===== src/hdl/gcs_params.svh =====
// Constants of the global chop sequencer: offsets, fields, resets, counts.
// Assumes inclusion by bare name from the design files.
//
// What this block does
// - With chop on, two internal conversions make every output result.
// - First conversion of a pair normal polarity, second with inputs swapped.
// - Output is the average of both polarities, cancelling the input offset.
// - Chop enable is one bit of the rate register at offset 04h.
// - Low-latency filter settles in one conversion; chop first output ~two.
// - Sinc3 filter settles in three conversions; chopped first output ~six.
// - Continuous chopped results after the first take one conversion: half the first's time (LL), a sixth (sinc3).
// - Continuous chop pipelines polarities; each new one averages previous.
// - Low-latency 2.5 SPS chop: first 208130, later 104065 modulator periods.
// - Line-cycle rejection only at data rates of 60 SPS or slower.
// - Conversion starts on trigger pin rising edge or a start command.
// - Programmable delay, default 14 periods, before first conversion only.
// - Sinc3 suppresses its first two unsettled outputs from the host.
`ifndef GCS_PARAMS_SVH
`define GCS_PARAMS_SVH

// ***********************************
// Register offsets
// ***********************************
`define GCS_ADR_CTRL    8'h00
`define GCS_ADR_RATE    8'h04
`define GCS_ADR_DLY     8'h08
`define GCS_ADR_STAT    8'h0C
`define GCS_ADR_RES     8'h10

// ***********************************
// Field positions
// ***********************************
`define GCS_CTRL_CONT   0
`define GCS_CTRL_START  1
`define GCS_CTRL_STOP   2
`define GCS_RATE_CHOP   5
`define GCS_RATE_LL     4
`define GCS_STAT_BUSY   0
`define GCS_STAT_RDY    1
`define GCS_STAT_SWAP   2
`define GCS_STAT_LREJ   3

// ***********************************
// Reset values
// ***********************************
`define GCS_RATE_RST    8'h14
`define GCS_DLY_RST     8'h0E

// ***********************************
// Timing counts
// ***********************************
`define GCS_MOD_DIV     16
`define GCS_SETTLE_LL   2'h1
`define GCS_SETTLE_S3   2'h3
`define GCS_RATE_LAST   4'hD
`define GCS_LREJ_MAX    4'h6
`define GCS_PER_S3 '{102400, 51200, 25600, 15360, 12800, 5120, 4264, \
  2560, 1280, 640, 320, 256, 128, 64}
`define GCS_PER_LL '{104065, 52865, 25600, 15360, 12800, 5120, 4264, \
  2560, 1280, 640, 320, 256, 128, 64}

`endif


===== src/hdl/gcs_pkg.sv =====
// Types of the global chop sequencer.
// Assumes nothing of its surroundings.
package gcs_pkg;

  // ***********************************
  // Sequencer states
  // ***********************************
  typedef enum logic [2:0] {
    GCS_IDLE  = 3'h1,
    GCS_DELAY = 3'h2,
    GCS_CONV  = 3'h4
  } gcs_state_t;

endpackage


===== src/hdl/gcs_tmod_timer.sv =====
// Down counter of modulator periods for one timed interval.
// Assumes a one-cycle tick per modulator period from the parent.
`timescale 1ns/1ns
module gcs_tmod_timer #(
  parameter int W = 18
) (
  // Clock and reset
  input  wire logic         clk_i,
  input  wire logic         rst_i,
  // Control
  input  wire logic         load_i,
  input  wire logic [W-1:0] len_i,
  input  wire logic         tick_i,
  // Status
  output logic              done_o
);

  logic [W-1:0] cnt_r;
  wire          last;

  assign last   = (cnt_r == W'(1));
  assign done_o = tick_i & last;

  always_ff @(posedge clk_i) begin
    if (rst_i) begin
      cnt_r <= '0;
    end else if (load_i) begin
      cnt_r <= len_i;
    end else if (tick_i && cnt_r != '0) begin
      cnt_r <= cnt_r - W'(1);
    end
  end

endmodule


===== src/hdl/gcs_top.sv =====
// Global chop conversion sequencer with a classic Wishbone register slave.
// Assumes clk_i is the master clock; filt_data_i holds the filter's
// output for the conversion that is ending whenever a conversion ends.
`timescale 1ns/1ns
`include "gcs_params.svh"
module gcs_top #(
  parameter int          DW      = 16,
  parameter int          MOD_DIV = `GCS_MOD_DIV,
  parameter int unsigned PER_S3 [14] = `GCS_PER_S3,
  parameter int unsigned PER_LL [14] = `GCS_PER_LL
) (
  // Clock and reset
  input  wire logic          clk_i,
  input  wire logic          rst_i,
  // Wishbone slave
  input  wire logic [7:0]    wb_adr_i,
  input  wire logic [31:0]   wb_dat_i,
  input  wire logic [3:0]    wb_sel_i,
  input  wire logic          wb_we_i,
  input  wire logic          wb_cyc_i,
  input  wire logic          wb_stb_i,
  output logic      [31:0]   wb_dat_o,
  output logic               wb_ack_o,
  // Converter side
  input  wire logic          conv_trig_i,
  input  wire logic [DW-1:0] filt_data_i,
  output logic               mod_run_o,
  output logic               chop_swap_o,
  output logic               drdy_n_o,
  output logic               line_rej_o
);

  localparam int TW = 18;
  // A literal cannot be indexed, so the reset word gets a name
  localparam logic [7:0] RATE_RST = `GCS_RATE_RST;

  // ***********************************
  // Bus decode
  // ***********************************
  logic ack_r;
  wire  req;
  wire  wr;
  wire  rd;
  wire  wr0;
  wire  sel_ctrl;
  wire  sel_rate;
  wire  sel_dly;
  wire  sel_stat;
  wire  sel_res;

  assign req      = wb_cyc_i & wb_stb_i & ~ack_r;
  assign wr       = req & wb_we_i;
  assign rd       = req & ~wb_we_i;
  assign wr0      = wr & wb_sel_i[0];
  assign sel_ctrl = (wb_adr_i == `GCS_ADR_CTRL);
  assign sel_rate = (wb_adr_i == `GCS_ADR_RATE);
  assign sel_dly  = (wb_adr_i == `GCS_ADR_DLY);
  assign sel_stat = (wb_adr_i == `GCS_ADR_STAT);
  assign sel_res  = (wb_adr_i == `GCS_ADR_RES);

  // ***********************************
  // Configuration
  // ***********************************
  logic       cont_r;
  logic       chop_r;
  logic       ll_r;
  logic [3:0] rate_r;
  logic [7:0] dly_r;
  wire        wr_rate;
  wire        start_cmd;
  wire        stop_cmd;

  assign wr_rate   = wr0 & sel_rate;
  assign start_cmd = wr0 & sel_ctrl & wb_dat_i[`GCS_CTRL_START];
  assign stop_cmd  = wr0 & sel_ctrl & wb_dat_i[`GCS_CTRL_STOP];

  always_ff @(posedge clk_i) begin
    if (rst_i) begin
      cont_r <= 1'b0;
      chop_r <= RATE_RST[`GCS_RATE_CHOP];
      ll_r   <= RATE_RST[`GCS_RATE_LL];
      rate_r <= RATE_RST[3:0];
      dly_r  <= `GCS_DLY_RST;
    end else begin
      if (wr0 && sel_ctrl) begin
        cont_r <= wb_dat_i[`GCS_CTRL_CONT];
      end
      if (wr_rate) begin
        chop_r <= wb_dat_i[`GCS_RATE_CHOP];
        ll_r   <= wb_dat_i[`GCS_RATE_LL];
        rate_r <= wb_dat_i[3:0];
      end
      if (wr0 && sel_dly) begin
        dly_r <= wb_dat_i[7:0];
      end
    end
  end

  // ***********************************
  // Start sources
  // ***********************************
  logic trig_q;
  wire  trig_rise;
  wire  go;

  assign trig_rise = conv_trig_i & ~trig_q;
  assign go        = trig_rise | start_cmd;

  always_ff @(posedge clk_i) begin
    if (rst_i) begin
      trig_q <= 1'b0;
    end else begin
      trig_q <= conv_trig_i;
    end
  end

  // ***********************************
  // Modulator period prescaler
  // ***********************************
  gcs_pkg::gcs_state_t st_r;
  gcs_pkg::gcs_state_t st_nxt;
  logic [7:0]          pre_r;
  wire                 tick;
  wire                 idle;

  assign idle = (st_r == gcs_pkg::GCS_IDLE);
  assign tick = ~idle & (pre_r == 8'(MOD_DIV - 1));

  always_ff @(posedge clk_i) begin
    if (rst_i || idle || tick) begin
      pre_r <= 8'h00;
    end else begin
      pre_r <= pre_r + 8'h01;
    end
  end

  // ***********************************
  // Interval timing
  // ***********************************
  wire [3:0]    rate_idx;
  wire [TW-1:0] per_len;
  wire [TW-1:0] load_len;
  wire          load;
  wire          done;
  wire          in_dly;
  wire          in_conv;
  wire          conv_end;
  wire          stop_now;
  wire          use_dly;
  wire          pub;

  assign rate_idx = (rate_r > `GCS_RATE_LAST) ? `GCS_RATE_LAST : rate_r;
  assign per_len  = ll_r ? TW'(PER_LL[rate_idx]) : TW'(PER_S3[rate_idx]);
  assign in_dly   = (st_r == gcs_pkg::GCS_DELAY);
  assign in_conv  = (st_r == gcs_pkg::GCS_CONV);
  assign conv_end = in_conv & done;
  assign stop_now = stop_cmd & ~idle;
  assign use_dly  = idle & go & (dly_r != 8'h00);
  assign load_len = use_dly ? TW'(dly_r) : per_len;
  // Pairs and settling need a reload in single shot too
  assign load     = (idle & go) | (in_dly & done) |
                    (conv_end & (cont_r | ~pub));

  gcs_tmod_timer #(
    .W      (TW)
  ) u_timer (
    .clk_i  (clk_i),
    .rst_i  (rst_i),
    .load_i (load),
    .len_i  (load_len),
    .tick_i (tick),
    .done_o (done)
  );

  // ***********************************
  // Sequencer state
  // ***********************************
  always_comb begin
    st_nxt = st_r;
    case (st_r)
      gcs_pkg::GCS_IDLE: begin
        if (go) begin
          st_nxt = use_dly ? gcs_pkg::GCS_DELAY : gcs_pkg::GCS_CONV;
        end
      end
      gcs_pkg::GCS_DELAY: begin
        if (done) begin
          st_nxt = gcs_pkg::GCS_CONV;
        end
      end
      gcs_pkg::GCS_CONV: begin
        if (pub && !cont_r) begin
          st_nxt = gcs_pkg::GCS_IDLE;
        end
      end
      default: begin
        st_nxt = gcs_pkg::GCS_IDLE;
      end
    endcase
    if (stop_now) begin
      st_nxt = gcs_pkg::GCS_IDLE;
    end
  end

  always_ff @(posedge clk_i) begin
    if (rst_i) begin
      st_r <= gcs_pkg::GCS_IDLE;
    end else begin
      st_r <= st_nxt;
    end
  end

  // ***********************************
  // Chop pairing and averaging
  // ***********************************
  logic [1:0]    cnt_r;
  logic          swap_r;
  logic          first_r;
  logic [DW-1:0] norm_r;
  logic [DW-1:0] rev_r;
  logic [DW-1:0] res_r;
  wire  [1:0]    settle;
  wire           settled;
  wire  [DW:0]   diff_a;
  wire  [DW:0]   diff_b;
  wire  [DW-1:0] res_nxt;

  assign settle  = ll_r ? `GCS_SETTLE_LL : `GCS_SETTLE_S3;
  assign settled = (cnt_r + 2'h1 == settle);
  assign pub     = conv_end & (~first_r | (settled & (~chop_r | swap_r)));
  // offset cancels in half difference
  // Reversed sample carries -Vin, so half the difference is the average
  assign diff_a  = {norm_r[DW-1], norm_r} - {filt_data_i[DW-1], filt_data_i};
  assign diff_b  = {filt_data_i[DW-1], filt_data_i} - {rev_r[DW-1], rev_r};
  assign res_nxt = !chop_r ? filt_data_i :
                   swap_r  ? diff_a[DW:1] : diff_b[DW:1];

  always_ff @(posedge clk_i) begin
    if (rst_i) begin
      cnt_r   <= 2'h0;
      swap_r  <= 1'b0;
      first_r <= 1'b1;
      norm_r  <= '0;
      rev_r   <= '0;
      res_r   <= '0;
    end else if (idle) begin
      cnt_r   <= 2'h0;
      swap_r  <= 1'b0;
      first_r <= 1'b1;
    end else if (conv_end) begin
      cnt_r <= (first_r && !settled) ? cnt_r + 2'h1 : 2'h0;
      if (chop_r && (settled || !first_r)) begin
        swap_r <= ~swap_r;
        if (swap_r) begin
          rev_r <= filt_data_i;
        end else begin
          norm_r <= filt_data_i;
        end
      end
      if (pub) begin
        res_r   <= res_nxt;
        first_r <= 1'b0;
      end
    end
  end

  // ***********************************
  // Data ready flag
  // ***********************************
  logic rdy_r;
  wire  rd_res;

  assign rd_res = rd & sel_res;

  // A result landing on the read that clears the flag keeps it set
  always_ff @(posedge clk_i) begin
    if (rst_i) begin
      rdy_r <= 1'b0;
    end else if (pub) begin
      rdy_r <= 1'b1;
    end else if (rd_res || (idle && go)) begin
      rdy_r <= 1'b0;
    end
  end

  // ***********************************
  // Read mux and bus answer
  // ***********************************
  wire [31:0] rd_data;
  wire [7:0]  stat_v;
  wire        lrej;

  assign lrej    = (rate_r <= `GCS_LREJ_MAX);
  assign stat_v  = {4'h0, lrej, swap_r, rdy_r, ~idle};
  assign rd_data = sel_ctrl ? {31'h0, cont_r} :
                   sel_rate ? {26'h0, chop_r, ll_r, rate_r} :
                   sel_dly  ? {24'h0, dly_r} :
                   sel_stat ? {24'h0, stat_v} :
                   sel_res  ? {{(32 - DW){1'b0}}, res_r} : 32'h0;

  always_ff @(posedge clk_i) begin
    if (rst_i) begin
      ack_r    <= 1'b0;
      wb_dat_o <= 32'h0;
    end else begin
      ack_r    <= req;
      wb_dat_o <= rd ? rd_data : 32'h0;
    end
  end

  assign wb_ack_o = ack_r;

  // ***********************************
  // Converter side outputs
  // ***********************************
  always_ff @(posedge clk_i) begin
    if (rst_i) begin
      mod_run_o   <= 1'b0;
      chop_swap_o <= 1'b0;
      drdy_n_o    <= 1'b1;
      line_rej_o  <= 1'b0;
    end else begin
      mod_run_o   <= (st_nxt == gcs_pkg::GCS_CONV);
      chop_swap_o <= swap_r;
      drdy_n_o    <= ~rdy_r;
      line_rej_o  <= lrej;
    end
  end

endmodule


===== config.mk =====
export PLATFORM = sky130hd
export DESIGN_NAME = gcs_top
export DESIGN_NICKNAME = d
export VERILOG_FILES = /design/src/hdl/gcs_pkg.sv /design/src/hdl/gcs_tmod_timer.sv /design/src/hdl/gcs_top.sv
export VERILOG_INCLUDE_DIRS = /design/src /design/src/hdl
export SDC_FILE = /design/constraint.sdc
export NUM_CORES = 1
export LEC_CHECK = 0
export BUFFER_PORTS_ARGS = -buffer_cell sky130_fd_sc_hd__buf_4
export CAP_MARGIN = 25
export CORE_MARGIN = 10
export CORE_UTILIZATION = 32
export CTS_BUF_LIST = sky130_fd_sc_hd__clkbuf_4
export DETAILED_ROUTE_END_ITERATION = 10
export PLACE_DENSITY = 0.6
export SYNTH_ARGS = -nofsm -noshare
export SYNTH_HDL_FRONTEND = slang
export SYNTH_HIERARCHICAL = 1
export SYNTH_SLANG_ARGS = --single-unit
export TNS_END_PERCENT = 30

===== constraint.sdc =====
create_clock -name clk_i -period 3.6 [get_ports clk_i]
set_input_delay 0.36 -clock clk_i [delete_from_list [all_inputs] [get_ports clk_i]]
set_output_delay 0.36 -clock clk_i [all_outputs]
set_load 0.005 [all_outputs]

-- Word level (Yosys, flattened, before mapping)
Memory sizes are Yosys's and may differ from the RTL's.
Cells that the tools add are included.
- flip-flop bits (word level): 135
- ROM bits: 1024
- input port bits: 66
- output and inout port bits: 37
- word-level logic and storage cells: 142
- memories: 2
- memories (memory ; depth ; width ; read ports ; clocked after memory_dff ; wr ports ; line ; text):
    (name not given) ; 16 ; 32 ; 1 ; 0 ; 0 ; gcs_top.sv:153 ; assign per_len = ll_r ? TW'(PER_LL[rate_idx]) : TW'(PER_S3[rate_idx]);
    (name not given) ; 16 ; 32 ; 1 ; 0 ; 0 ; gcs_top.sv:153 ;
- add/subtract/negate cells: 5
- $lt $le $gt $ge: 3
- equality and inequality tests: 11
- mux-type cells: 26
- bitwise operators: 39
- reduce and logical (&&, ||, !) cells: 30
- operator list (kind ; count):
    2-to-1 mux 18 bit ; 8
    subtractor 16 x 16 -> 17 bit ; 2
    2-to-1 mux 16 bit ; 2
    equality test 8 x 4 -> 1 bit, second input constant ; 3
    2-to-1 mux 8 bit ; 3
    AND 1 bit ; 21
    equality test 18 x 1 -> 1 bit, second input constant ; 1
    nonzero test 18 bit ; 1
    subtractor 18 x 1 -> 18 bit, second input constant ; 1
    2-to-1 mux 3 bit ; 5
    inverter 1 bit ; 11
    one-hot mux 3 bit (3 select lines) ; 1
    adder 8 x 1 -> 8 bit, second input constant ; 1
    equality test 8 x 3 -> 1 bit, second input constant ; 1
    equality test 8 x 5 -> 1 bit, second input constant ; 1
    logical NOT 8 bit ; 1
    AND reduction 4 bit ; 2
    nonzero test 8 bit ; 1
    logical AND 1 bit ; 7
    OR reduction 7 bit ; 1
    equality test 3 bit, second input constant ; 2
    2-to-1 mux 6 bit ; 1
    OR 1 bit ; 6
    OR reduction 6 bit ; 1
    other kinds (19) ; 30

-- Depth between registers and ports, before layout
Gate-level depths: netlist (run 1).
- depth after elaboration: 14
- gate-level depth with buffers: 15
- depth with buffers taken out: 12

-- By module
The synthesis (run 1) kept the hierarchy.
- modules (own cells, without submodules) (module ; times used ; cells each ; area an instance (µm²) ; sequential area each (µm²)):
    gcs_top ; 1 ; 792 ; 6100.9 ; 2021.9
    gcs_tmod_timer ; 1 ; 143 ; 1184.9 ; 360.3

-- Worst setup path after synthesis (run 1)
OpenSTA, ideal clock, no wires.
- path kind: register to register
- start: register pre_r[4]
- end: register res_r[13]
- library setup time: 0.134 ns
- arrival time: 2.864 ns
- required time: 3.466 ns
- setup slack: 0.602 ns
- stages on the path, launching flop included: 12
- path buffers: 2
- period minus slack after synthesis: 2.998 ns
- cell sequence: dfxtp_1 or4_1 nor3_1 clkbuf_1 nand4_1 nor2_1 nor4b_4 nand2b_1 buf_2 nand2_1 a21oi_1 or4_1
- longest elaborated chain between the ends: 6
- RTL lines (what ; line ; text):
    start: declaration ; gcs_top.sv:122 ; logic [7:0] pre_r;
    start signal: assignment ; gcs_top.sv:133 ; pre_r <= pre_r + 8'h01;
    equality test 8 x 4 -> 1 bit (*) ; gcs_top.sv:127 ; assign tick = ~idle & (pre_r == 8'(MOD_DIV - 1));
    AND 1 bit (*) ; gcs_top.sv:127 ;
    via tick ; gcs_top.sv:123 ; wire tick;
    AND 1 bit (*) ; gcs_tmod_timer.sv:22 ; assign done_o = tick_i & last;
    via done ; gcs_top.sv:144 ; wire done;
    AND 1 bit (*) ; gcs_top.sv:156 ; assign conv_end = in_conv & done;
    AND 1 bit ; gcs_top.sv:230 ; assign pub = conv_end & (~first_r | (settled & (~chop_r | swap_r)));
    AND reduction 3 bit (no source line) (*) ; -- ;
    end signal: assignment ; gcs_top.sv:261 ; res_r <= res_nxt;
    end: declaration ; gcs_top.sv:221 ; logic [DW-1:0] res_r;
The timed path passes the listed nets; every way through them passes the cells marked *.
A chain may end at the register's enable or synchronous reset.

-- Worst setup path in the final report (run 1)
Ends and elaborated chain as after synthesis.

==> impl_metrics.json, run 1 <==
{
  "status": "completed",
  "setup_viol": 0,
  "num_rows": 55,
  "synthFlopType": "dfxtp_1",
  "area_growth_pct": 13.36,
  "crit_path_max_fanout": 9,
  "wl_um": 19920,
  "fin_crit_sh_pct": 85.16,
  "place.gp.congestion": 0.8693,
  "seqPwrFrac_pct": 50.3,
  "placed_area_um2": 7985,
  "critPathLaunchType": "flop",
  "grt_pass1_wl_um": 32430,
  "fillers": 2356,
  "synth_area_leaders": "dfxtp_1 33%, nor2_1 6.7%, ha_1 5.7%, a21oi_1 5.3%, nand2_1 4.7%",
  "yosys_warnings": 6,
  "grt_pass1_vias": 6294,
  "tightest_slew_ns": 0.7540,
  "clock_path_buffers": 2,
  "grt_setup_unrepaired": "no",
  "synth_edf_count": 0,
  "rrSetupSlack_ns": 0.53,
  "setup.worst_path.start": "pre_r[4]",
  "min_period_ns": 3.066,
  "postSynthCellCount": 935,
  "cp.required_ns": 4.04,
  "drc": 0,
  "yosysSeqAreaShare_pct": 32.70,
  "insertion_delay_ns": 0.56,
  "yosys.area.top_type": "dfxtp_1",
  "place_hpwl_um": 14920,
  "wl_per_cell_um": 15.48,
  "r2r_cells": 10,
  "finClkSkew_ns": 0.01585,
  "fin_setup_tns_ns": 0,
  "p_sw_w": 0.0008136,
  "cts.repair.resized": 0,
  "vdd_ir_drop_max_uv": 133.7,
  "cts_buffers": 17,
  "die_w_um": 170.9,
  "cts_tree": "yes",
  "io_pins": 103,
  "root_buffer": "clkbuf_4",
  "dieArea_um2": 29200,
  "vias": 6726,
  "p_comb_share_pct": 16.2,
  "syn_area_um2": 7286,
  "synth.most_common_cell": "nor2_1",
  "reg2reg_to": "res_r[13]",
  "grtUsageTotal_pct": 13.69,
  "slew_headroom_pct": 49.55,
  "antenna_found_initial": 1,
  "drive_above_1_share_pct": 13.59,
  "postRouteAntennaNets": 0,
  "final_hold_viol_count": 0,
  "path_clk_slew_ns": 0.11,
  "ys_ff_latch": 119,
  "synth_commonest_cells": "131 x nor2_1, 119 x dfxtp_1, 91 x nand2_1",
  "power.density_nw_per_um2": 332.1,
  "yosysUniqueCellTypes": 81,
  "drv_cap": 0,
  "clockPowerShare_pct": 33.6,
  "postSynthAreaPerCell_um2": 7.792,
  "drt_iter0_drc": 456,
  "critPathCaptureType": "flop",
  "cts.sinks": 119,
  "hold_class": "input port to flop",
  "stdcell_area_um2": 8259,
  "p_int_w": 0.001929,
  "portBuffers": 59,
  "routed_via_density": 5.226,
  "yosysTopAreaCellShare_pct": 32.70,
  "start_util_pct": 32.38,
  "path_class": "flop to flop",
  "synth_async_sr_flop_share_pct": 0,
  "die_y_um": 170.9,
  "grt_max_degree": 45,
  "crit_end": "res_r[13]",
  "grt_overflow": 0,
  "max_freq_mhz": 326.2,
  "fin_nets": 1090,
  "coreArea_um2": 22500,
  "switching_share_pct": 29.67,
  "reg2reg_from": "pre_r[4]",
  "firstDrtPassIters": 5,
  "finalMaxSlewViolations": 0,
  "htreeDepth": 4,
  "critPathArrivalTime_ns": 3.51,
  "leakagePower_nw": 3.163
}
## critical path, cell delays in order, from the launching register on
cell	delay (ns)
dfxtp_1	0.35
or4_1	0.50
nor3_1	0.27
nand4_1	0.13
nor2_1	0.30
nor4b_4	0.25
buf_4	0.19
nand2b_1	0.24
nand2_1	0.15
a21oi_1	0.06
or4_1	0.52
## metal layers
layer	wire length, um	part of all wire [%]	track usage [%]
met5	0	0	0
met1	9579	48	18.29
met3	1293	6.5	3.779
met4	438	2.2	5.217
met2	8609	43	20.48
## flip-flops by register name (all words and copies together) (netlist names), 2 cells and up
signal / count
norm_r: 16
wb_dat_o: 16
res_r: 16
st_r: 3
rev_r: 16
pre_r: 8
dly_r: 8
cnt_r: 2
u_timer/cnt_r: 18
rate_r: 4
## layout make-up
cell class	count	area [um2]	share of cell area (%)
timing repair buffer	79	595.6	7.211
clock inverter	12	111.4	1.348
tap	285	356.6	4.318
sequential	119	2382	28.84
antenna	1	2.502	0.03030
multi-input combinational	715	4454	53.93
clock buffer	19	142.6	1.727
inverter	57	214.0	2.591
## timing repair
item | in CTS | in global routing
hold buffers | 1 | 0
hold endpoints to repair | 1 | 0
setup buffers | 0 | 1
endpoints found under the setup margin | 0 | 2
## logic make-up after synthesis
family                   Yosys count  share of synthesized area (%)
XOR/XNOR                          37                          4.448
buffers and inverters            117                          6.989
multiplexers                      20                          2.782
AND/OR/NAND/NOR                  370                          25.12
other                              1                        0.05147
adder cells (fa/ha/maj)           35                          6.217
flip-flops                       119                          32.70
AO/OA/AOI/OAI                    236                          21.69
## through the flow
step | util (%) | power [W] | hold slack, ns | std cells | worst slack [ns]
final | 36.70 | 0.002743 | 0.03752 | 1287 | 0.5341
after global routing | 36.70 | 0.002881 | 0.01714 | 1287 | 0.1356
after CTS | 36.66 | 0.002773 | 0.01517 | 1285 | 0.3979
after detailed placement | 35.49 | 0.001846 | 0.4205 | 1253 | 0.4072
after global placement | 35.49 | 0.001844 | 0.4216 | 1253 | 0.4811
after floorplan | - | 0.001721 | 0.3830 | 951 | 0.6016
## worst min-delay path by stage
stage | cells past startpoint | from | to | slack, ns
after floorplan | 1 | rdy_r | drdy_n_o | 0.38
after global placement | 1 | rdy_r | drdy_n_o | 0.42
after detailed placement | 1 | rdy_r | drdy_n_o | 0.42
after CTS | 2 | wb_dat_i[2] | rate_r[2] | 0.02
after global routing | 2 | wb_dat_i[2] | rate_r[2] | 0.02
final | 2 | wb_dat_i[2] | rate_r[2] | 0.04
## layout by cell type, fill, tap and decap left out, types with 5 or more instances in the layout
master / count
inv_1: 56
nand4_1: 8
nor2_1: 131
xnor2_1: 21
a21oi_1: 77
mux2i_1: 18
and2_1: 18
clkinv_2: 7
a31oi_1: 11
a221oi_1: 5
o211ai_1: 12
buf_4: 78
nor3_1: 27
a2111oi_0: 5
ha_1: 33
o21ai_0: 34
and3_1: 9
nand2_1: 91
o31a_1: 5
a21o_1: 5
nor4_1: 6
a211o_1: 7
clkbuf_4: 19
nor2b_1: 9
nand3_1: 20
o21a_1: 6
xor2_1: 16
o31ai_1: 5
nor3_2: 5
conb_1: 17
a22oi_1: 7
dfxtp_1: 119
a211oi_1: 21
nand2b_1: 7
nand3b_1: 6
## power by group through the flow
stage,Clock [W],Combinational (W),Sequential [W]
floorplan,0,0.000324,0.00140
global placement,0,0.000436,0.00141
detailed placement,0,0.000438,0.00141
CTS,0.000953,0.000442,0.00138
global route,0.00100,0.000493,0.00138
finish,0.000921,0.000443,0.00138
Note: power is estimated with default switching activity, not from simulation.
==> inputs of run 2 (changes only) <==
--- a/config.mk
+++ b/config.mk
@@ -6,12 +6,13 @@
 export SDC_FILE = /design/constraint.sdc
 export NUM_CORES = 1
 export LEC_CHECK = 0
-export BUFFER_PORTS_ARGS = -buffer_cell sky130_fd_sc_hd__buf_4
+export BUFFER_PORTS_ARGS = -buffer_cell sky130_fd_sc_hd__buf_2
 export CAP_MARGIN = 25
 export CORE_MARGIN = 10
 export CORE_UTILIZATION = 32
-export CTS_BUF_LIST = sky130_fd_sc_hd__clkbuf_4
+export CTS_BUF_LIST = sky130_fd_sc_hd__clkbuf_16
 export DETAILED_ROUTE_END_ITERATION = 10
+export GPL_ROUTABILITY_DRIVEN = 0
 export PLACE_DENSITY = 0.6
 export SYNTH_ARGS = -nofsm -noshare
 export SYNTH_HDL_FRONTEND = slang
==> run 2 against run 1 <==
Net effect:
- setup slack worse by 0.062 ns
- utilization grew 0.77 points
- clock power rose by 85%
- clock-buffer cell count is 2 lower
- sequential share of layout area fell by 0.59 points
- global-route usage rose by 0.090 points
- register-to-register slack lost 0.06 ns
- routed wire length rose by 0.64%
- worst hold slack gained 0.12 ns
- cell area rose by 2.1%
- flip-flop and latch count unchanged
- clock skew shrank 0.0059 ns
- largest cell class unchanged
- largest power group is now clock
==> impl_metrics.json, run 2 (synthesis results as in run 1) <==
{
  "cp.required_ns": 3.98,
  "slew_headroom_pct": 45.13,
  "max_freq_mhz": 319.7,
  "start_util_pct": 32.38,
  "final_hold_viol_count": 0,
  "power.total_w": 0.003519,
  "path_cells": "or4_1, nor3_1, nand4_1, nor2_1, nor4b_4, nand2b_1, nor2_1, o21ai_0, a31oi_1, a22o_1",
  "setup.worst_path.start": "pre_r[4]",
  "grt_setup_unrepaired": "no",
  "cts.sinks": 119,
  "switching_share_pct": 26.56,
  "critPathCaptureType": "flop",
  "rrSetupSlack_ns": 0.47,
  "pre_cts_slack_ns": 0.4894,
  "mostFrequentLayoutCells": "131 x nor2_1, 119 x dfxtp_1, 91 x nand2_1",
  "coreArea_um2": 22500,
  "finClkSkew_ns": 0.009956,
  "grt_pass1_vias": 6365,
  "cts_buffers": 17,
  "seqPwrFrac_pct": 39.2,
  "crit_path_max_fanout": 9,
  "insertion_delay_ns": 0.43,
  "fin_nets": 1088,
  "routed_via_density": 5.170,
  "path_class": "flop to flop",
  "dieArea_um2": 29200,
  "max_stage_delay_ns": 0.50,
  "antenna_found_initial": 1,
  "vdd_ir_drop_max_uv": 337.0,
  "grtUsageTotal_pct": 13.78,
  "setup_viol": 0,
  "cts_hold_buffers": 0,
  "drive_above_1_share_pct": 13.50,
  "min_period_ns": 3.128,
  "status": "completed",
  "power.density_nw_per_um2": 417.3,
  "wl_um": 20050,
  "reg2reg_from": "pre_r[4]",
  "hold_path_end": "ll_r",
  "p_comb_share_pct": 12.3,
  "largest_register_ffs": 18,
  "p_int_w": 0.002584,
  "hold_class": "input port to flop",
  "final_common_cell": "nor2_1",
  "postRouteAntennaNets": 0,
  "htreeDepth": 4,
  "critPathArrivalTime_ns": 3.50,
  "io_pins": 103,
  "place_hpwl_um": 14830,
  "crit_top_cell": "nor2_1",
  "grt_max_degree": 46,
  "tightest_slew_ns": 0.8219,
  "die_y_um": 170.9,
  "firstDrtPassIters": 5,
  "drv_cap": 0,
  "path_clk_slew_ns": 0.06,
  "wl_per_cell_um": 15.59,
  "grt_overflow": 0,
  "cts.repair.resized": 0,
  "timing.final.ws_setup_ns": 0.4717,
  "drc": 0,
  "critPathLaunchType": "flop",
  "portBuffers": 59,
  "fin_crit_sh_pct": 86.90,
  "root_buffer": "clkbuf_16",
  "die_w_um": 170.9,
  "num_rows": 55,
  "finalMaxSlewViolations": 0,
  "area_growth_pct": 15.73,
  "reg2reg_to": "res_r[10]",
  "fin_setup_tns_ns": 0,
  "cts_tree": "yes",
  "drt_iter0_drc": 404,
  "clock_path_buffers": 2,
  "fillers": 2345,
  "largest_register": "u_timer/cnt_r",
  "leakagePower_nw": 3.256,
  "cp_slowest_cell": "or4_1",
  "clockPowerShare_pct": 48.5,
  "grt_pass1_wl_um": 32600,
  "cts_setup_buffers": 0,
  "p_sw_w": 0.0009347,
  "r2r_cells": 10,
  "vias": 6649,
  "worstHoldStart": "wb_dat_i[4]",
  "worstHoldPathCells": 2
}
-- run 2: worst max-delay path by stage --
stage	end	cells after the start	slack (ns)
2_1_floorplan	res_r[13]	11	0.60
3_3_place_gp	res_r[13]	9	0.48
3_5_place_dp	res_r[13]	9	0.49
4_1_cts	u_timer/cnt_r[17]	12	0.48
5_1_grt	res_r[10]	11	0.07
6_report	res_r[10]	10	0.47
-- run 2: layer usage --
metal | up-vias | part of all wire [%] | global-route usage, %
met5 | - | 0 | 0
li1 | 3387 | - | -
met4 | 0 | 2.2 | 5.406
met2 | 151 | 43 | 20.91
met1 | 3078 | 49 | 18.33
met3 | 33 | 5.9 | 3.456
-- run 2: worst max-delay path: cells and delay by family (launching register included) --
kind	cells	cell delay, ns
DFF	1	0.33
and+or+nand+nor	7	2.29
AOI/OAI and AO/OA	3	0.46
-- run 2: area by class of cell --
cell class | count | area (um2) | share of cell area (%)
clock buffers | 17 | 425.4 | 5.045
diodes | 1 | 2.502 | 0.02968
clock inverters | 15 | 163.9 | 1.944
well taps | 285 | 356.6 | 4.229
flip-flops and latches | 119 | 2382 | 28.25
inverters | 57 | 214.0 | 2.537
multi-input cells | 715 | 4454 | 52.83
repair buffers | 77 | 432.9 | 5.134
-- run 2: metrics by stage --
step | cells | utilization, % | hold slack, ns | instance area, um2
after floorplan | 951 | - | 0.3830 | 7346
after detailed placement | 1253 | 34.84 | 0.4289 | 7840
after global placement | 1253 | 34.84 | 0.4286 | 7840
after CTS | 1285 | 37.46 | 0.1412 | 8429
final | 1286 | 37.47 | 0.1589 | 8432
after global routing | 1285 | 37.46 | 0.1465 | 8429
-- run 2: power by group through the flow --
stage               logic (W)  registers, W  clock network (W)
detailed placement   0.000428       0.00141                  0
global route         0.000479       0.00138            0.00179
finish               0.000434       0.00138            0.00170
floorplan            0.000324       0.00140                  0
global placement     0.000425       0.00141                  0
CTS                  0.000431       0.00138            0.00174
==> inputs of run 3 (changes only) <==
--- a/config.mk
+++ b/config.mk
@@ -14,8 +14,8 @@
 export DETAILED_ROUTE_END_ITERATION = 10
 export GPL_ROUTABILITY_DRIVEN = 0
 export PLACE_DENSITY = 0.6
+export SLEW_MARGIN = 20
 export SYNTH_ARGS = -nofsm -noshare
 export SYNTH_HDL_FRONTEND = slang
-export SYNTH_HIERARCHICAL = 1
 export SYNTH_SLANG_ARGS = --single-unit
 export TNS_END_PERCENT = 30
==> run 3 against run 2 <==
Net effect:
- power fell by 8.8%
- sequential power barely moved
- area after synthesis fell by 0.43%
- critical endpoint is now res_r[13]
- largest power group unchanged
- sequential share of layout area rose by 0.55 points
- via count fell by 3.5%
- clock skew barely moved
- register-to-register slack barely moved
- utilization fell by 0.71 points
==> impl_metrics.json, run 3 <==
{
  "status": "completed",
  "hold_class": "input port to flop",
  "cts_setup_buffers": 0,
  "yosys.area.top_type": "dfxtp_1",
  "drt_iter0_drc": 404,
  "dieArea_um2": 29090,
  "cts.sinks": 119,
  "fillers": 2357,
  "grt_overflow": 0,
  "crit_buf_inv": 0,
  "power.total_w": 0.003209,
  "max_stage_delay_ns": 0.52,
  "die_w_um": 170.6,
  "vias": 6416,
  "antenna_found_initial": 1,
  "grt_setup_unrepaired": "no",
  "wl_per_cell_um": 15.94,
  "min_period_ns": 3.136,
  "largest_register_ffs": 18,
  "ff_latch_area_um2": 2382,
  "m1WireLength_um": 9558,
  "path_clk_slew_ns": 0.06,
  "yosysTopAreaCellShare_pct": 32.84,
  "fin_setup_tns_ns": 0,
  "synth.most_common_cell": "dfxtp_1",
  "vdd_ir_drop_max_uv": 181.9,
  "syn_area_um2": 7254,
  "rrSetupSlack_ns": 0.46,
  "fin_crit_sh_pct": 87.11,
  "multi_input_area_um2": 4410,
  "cp_slowest_cell": "o41ai_1",
  "area_growth_pct": 14.02,
  "stdcell_area_um2": 8272,
  "wl_um": 19940,
  "drv_cap": 0,
  "synth_commonest_cells": "119 x dfxtp_1, 110 x nor2_1, 96 x nand2_1",
  "cts_hold_buffers": 0,
  "io_pins": 103,
  "firstDrtPassIters": 5,
  "synthFlopType": "dfxtp_1",
  "critPathArrivalTime_ns": 3.46,
  "postRouteAntennaNets": 0,
  "final_common_cell": "dfxtp_1",
  "place_hpwl_um": 14630,
  "path_class": "flop to flop",
  "final_hold_viol_count": 0,
  "crit_path_max_fanout": 5,
  "finClkSkew_ns": 0.009906,
  "critPathLaunchType": "flop",
  "cp.required_ns": 3.92,
  "postSynthAreaPerCell_um2": 8.034,
  "fin_nets": 1054,
  "placed_area_um2": 7746,
  "grtUsageTotal_pct": 13.61,
  "cts.repair.resized": 0,
  "slew_headroom_pct": 35.30,
  "path_cells": "nor2b_1, fa_1, nand2b_1, a21oi_1, o41ai_1, o21ai_0, and4_1, o41ai_1, o221ai_1, a211oi_1",
  "postSynthCellCount": 903,
  "tightest_slew_ns": 0.9705,
  "yosys_warnings": 0,
  "largest_register": "u_timer.cnt_r",
  "drc": 0,
  "yosysSeqAreaShare_pct": 32.84,
  "ys_ff_latch": 119,
  "coreArea_um2": 22500,
  "critPathCaptureType": "flop",
  "grt_pass1_wl_um": 31580,
  "setup_viol": 0,
  "power.density_nw_per_um2": 388.0,
  "met3_wirelength_um": 1209,
  "yosysUniqueCellTypes": 82,
  "cts_buffers": 17,
  "clock_path_buffers": 2,
  "htreeDepth": 4,
  "root_buffer": "clkbuf_16",
  "crit_top_cell": "o41ai_1",
  "num_rows": 55,
  "mostFrequentLayoutCells": "119 x dfxtp_1, 109 x nor2_1, 96 x nand2_1",
  "routed_via_density": 5.129,
  "grt_max_degree": 88,
  "leakagePower_nw": 3.246,
  "synth_area_leaders": "dfxtp_1 33%, ha_1 5.9%, nor2_1 5.7%, a21oi_1 5.2%, nand2_1 5.0%",
  "synth_edf_count": 0,
  "crit_family": "compound AO/OA/AOI/OAI gates",
  "finalMaxSlewViolations": 0,
  "cts_tree": "yes",
  "synth_async_sr_flop_share_pct": 0,
  "portBuffers": 59,
  "start_util_pct": 32.24,
  "grt_pass1_vias": 6041,
  "insertion_delay_ns": 0.42,
  "top_layer": "met4",
  "wl_met2_um": 8922,
  "die_y_um": 170.6,
  "drive_above_1_share_pct": 13.37,
  "max_freq_mhz": 318.9
}
-- run 3: changes by cell type after synthesis, moves of 6 or more --
cell     previous run  this run
a31oi_1            11         5
and2_1             18        12
o21ai_0            34        27
nand3_1            20        27
inv_1              56        49
nor2_1            131       110
mux2i_1            18        32
-- run 3: cell type report --
class	count	area share, %
sequential	119	28.80
clock buffer	17	5.143
multi-input combinational	690	53.32
clock inverter	15	1.150
inverter	49	2.224
antenna	1	0.03025
timing repair buffer	75	5.022
tap	285	4.311
-- run 3: logic make-up after synthesis --
group | after synthesis | share of synthesized area, %
muxes | 33 | 4.571
xor gates and xnor gates | 41 | 4.950
buffers and inverters | 109 | 7.175
AOI/OAI and AO/OA | 219 | 20.35
adders and majority gates | 36 | 6.416
other | 1 | 0.05169
DFF | 119 | 32.84
and+or+nand+nor | 345 | 23.65
-- run 3: where the power goes --
group	leakage [nW]	switching, W	internal [W]
logic	2.02	0.000219	0.000132
registers	0.962	0.0000239	0.00134
clock network	0.260	0.000630	0.000865
total	3.25	0.000873	0.00234
-- run 3: stage by stage --
step | utilization, % | setup WS [ns] | cells | hold WS, ns
floorplan | - | 0.9846 | 918 | 0.3708
global placement | 34.42 | 0.2969 | 1218 | 0.4357
detailed placement | 34.42 | 0.2713 | 1218 | 0.4446
CTS | 36.74 | 0.4158 | 1250 | 0.1443
global route | 36.76 | 0.09209 | 1251 | 0.1733
finish | 36.76 | 0.4639 | 1251 | 0.1678
-- run 3: path summary, 6_finish.rpt --
kind / start / end / cells past startpoint
max: rev_r[0] / res_r[13] / 10
min reg2reg: res_r[8] / res_r[8] / 2
min: conv_trig_i / trig_q / 2
max reg2reg: rev_r[0] / res_r[13] / 10
-- run 3: per-layer routing --
metal	global-route usage, %	vias up
li1	-	3272
met1	17.79	2973
met2	21.27	153
met3	3.779	18
met4	4.157	0
met5	0	-
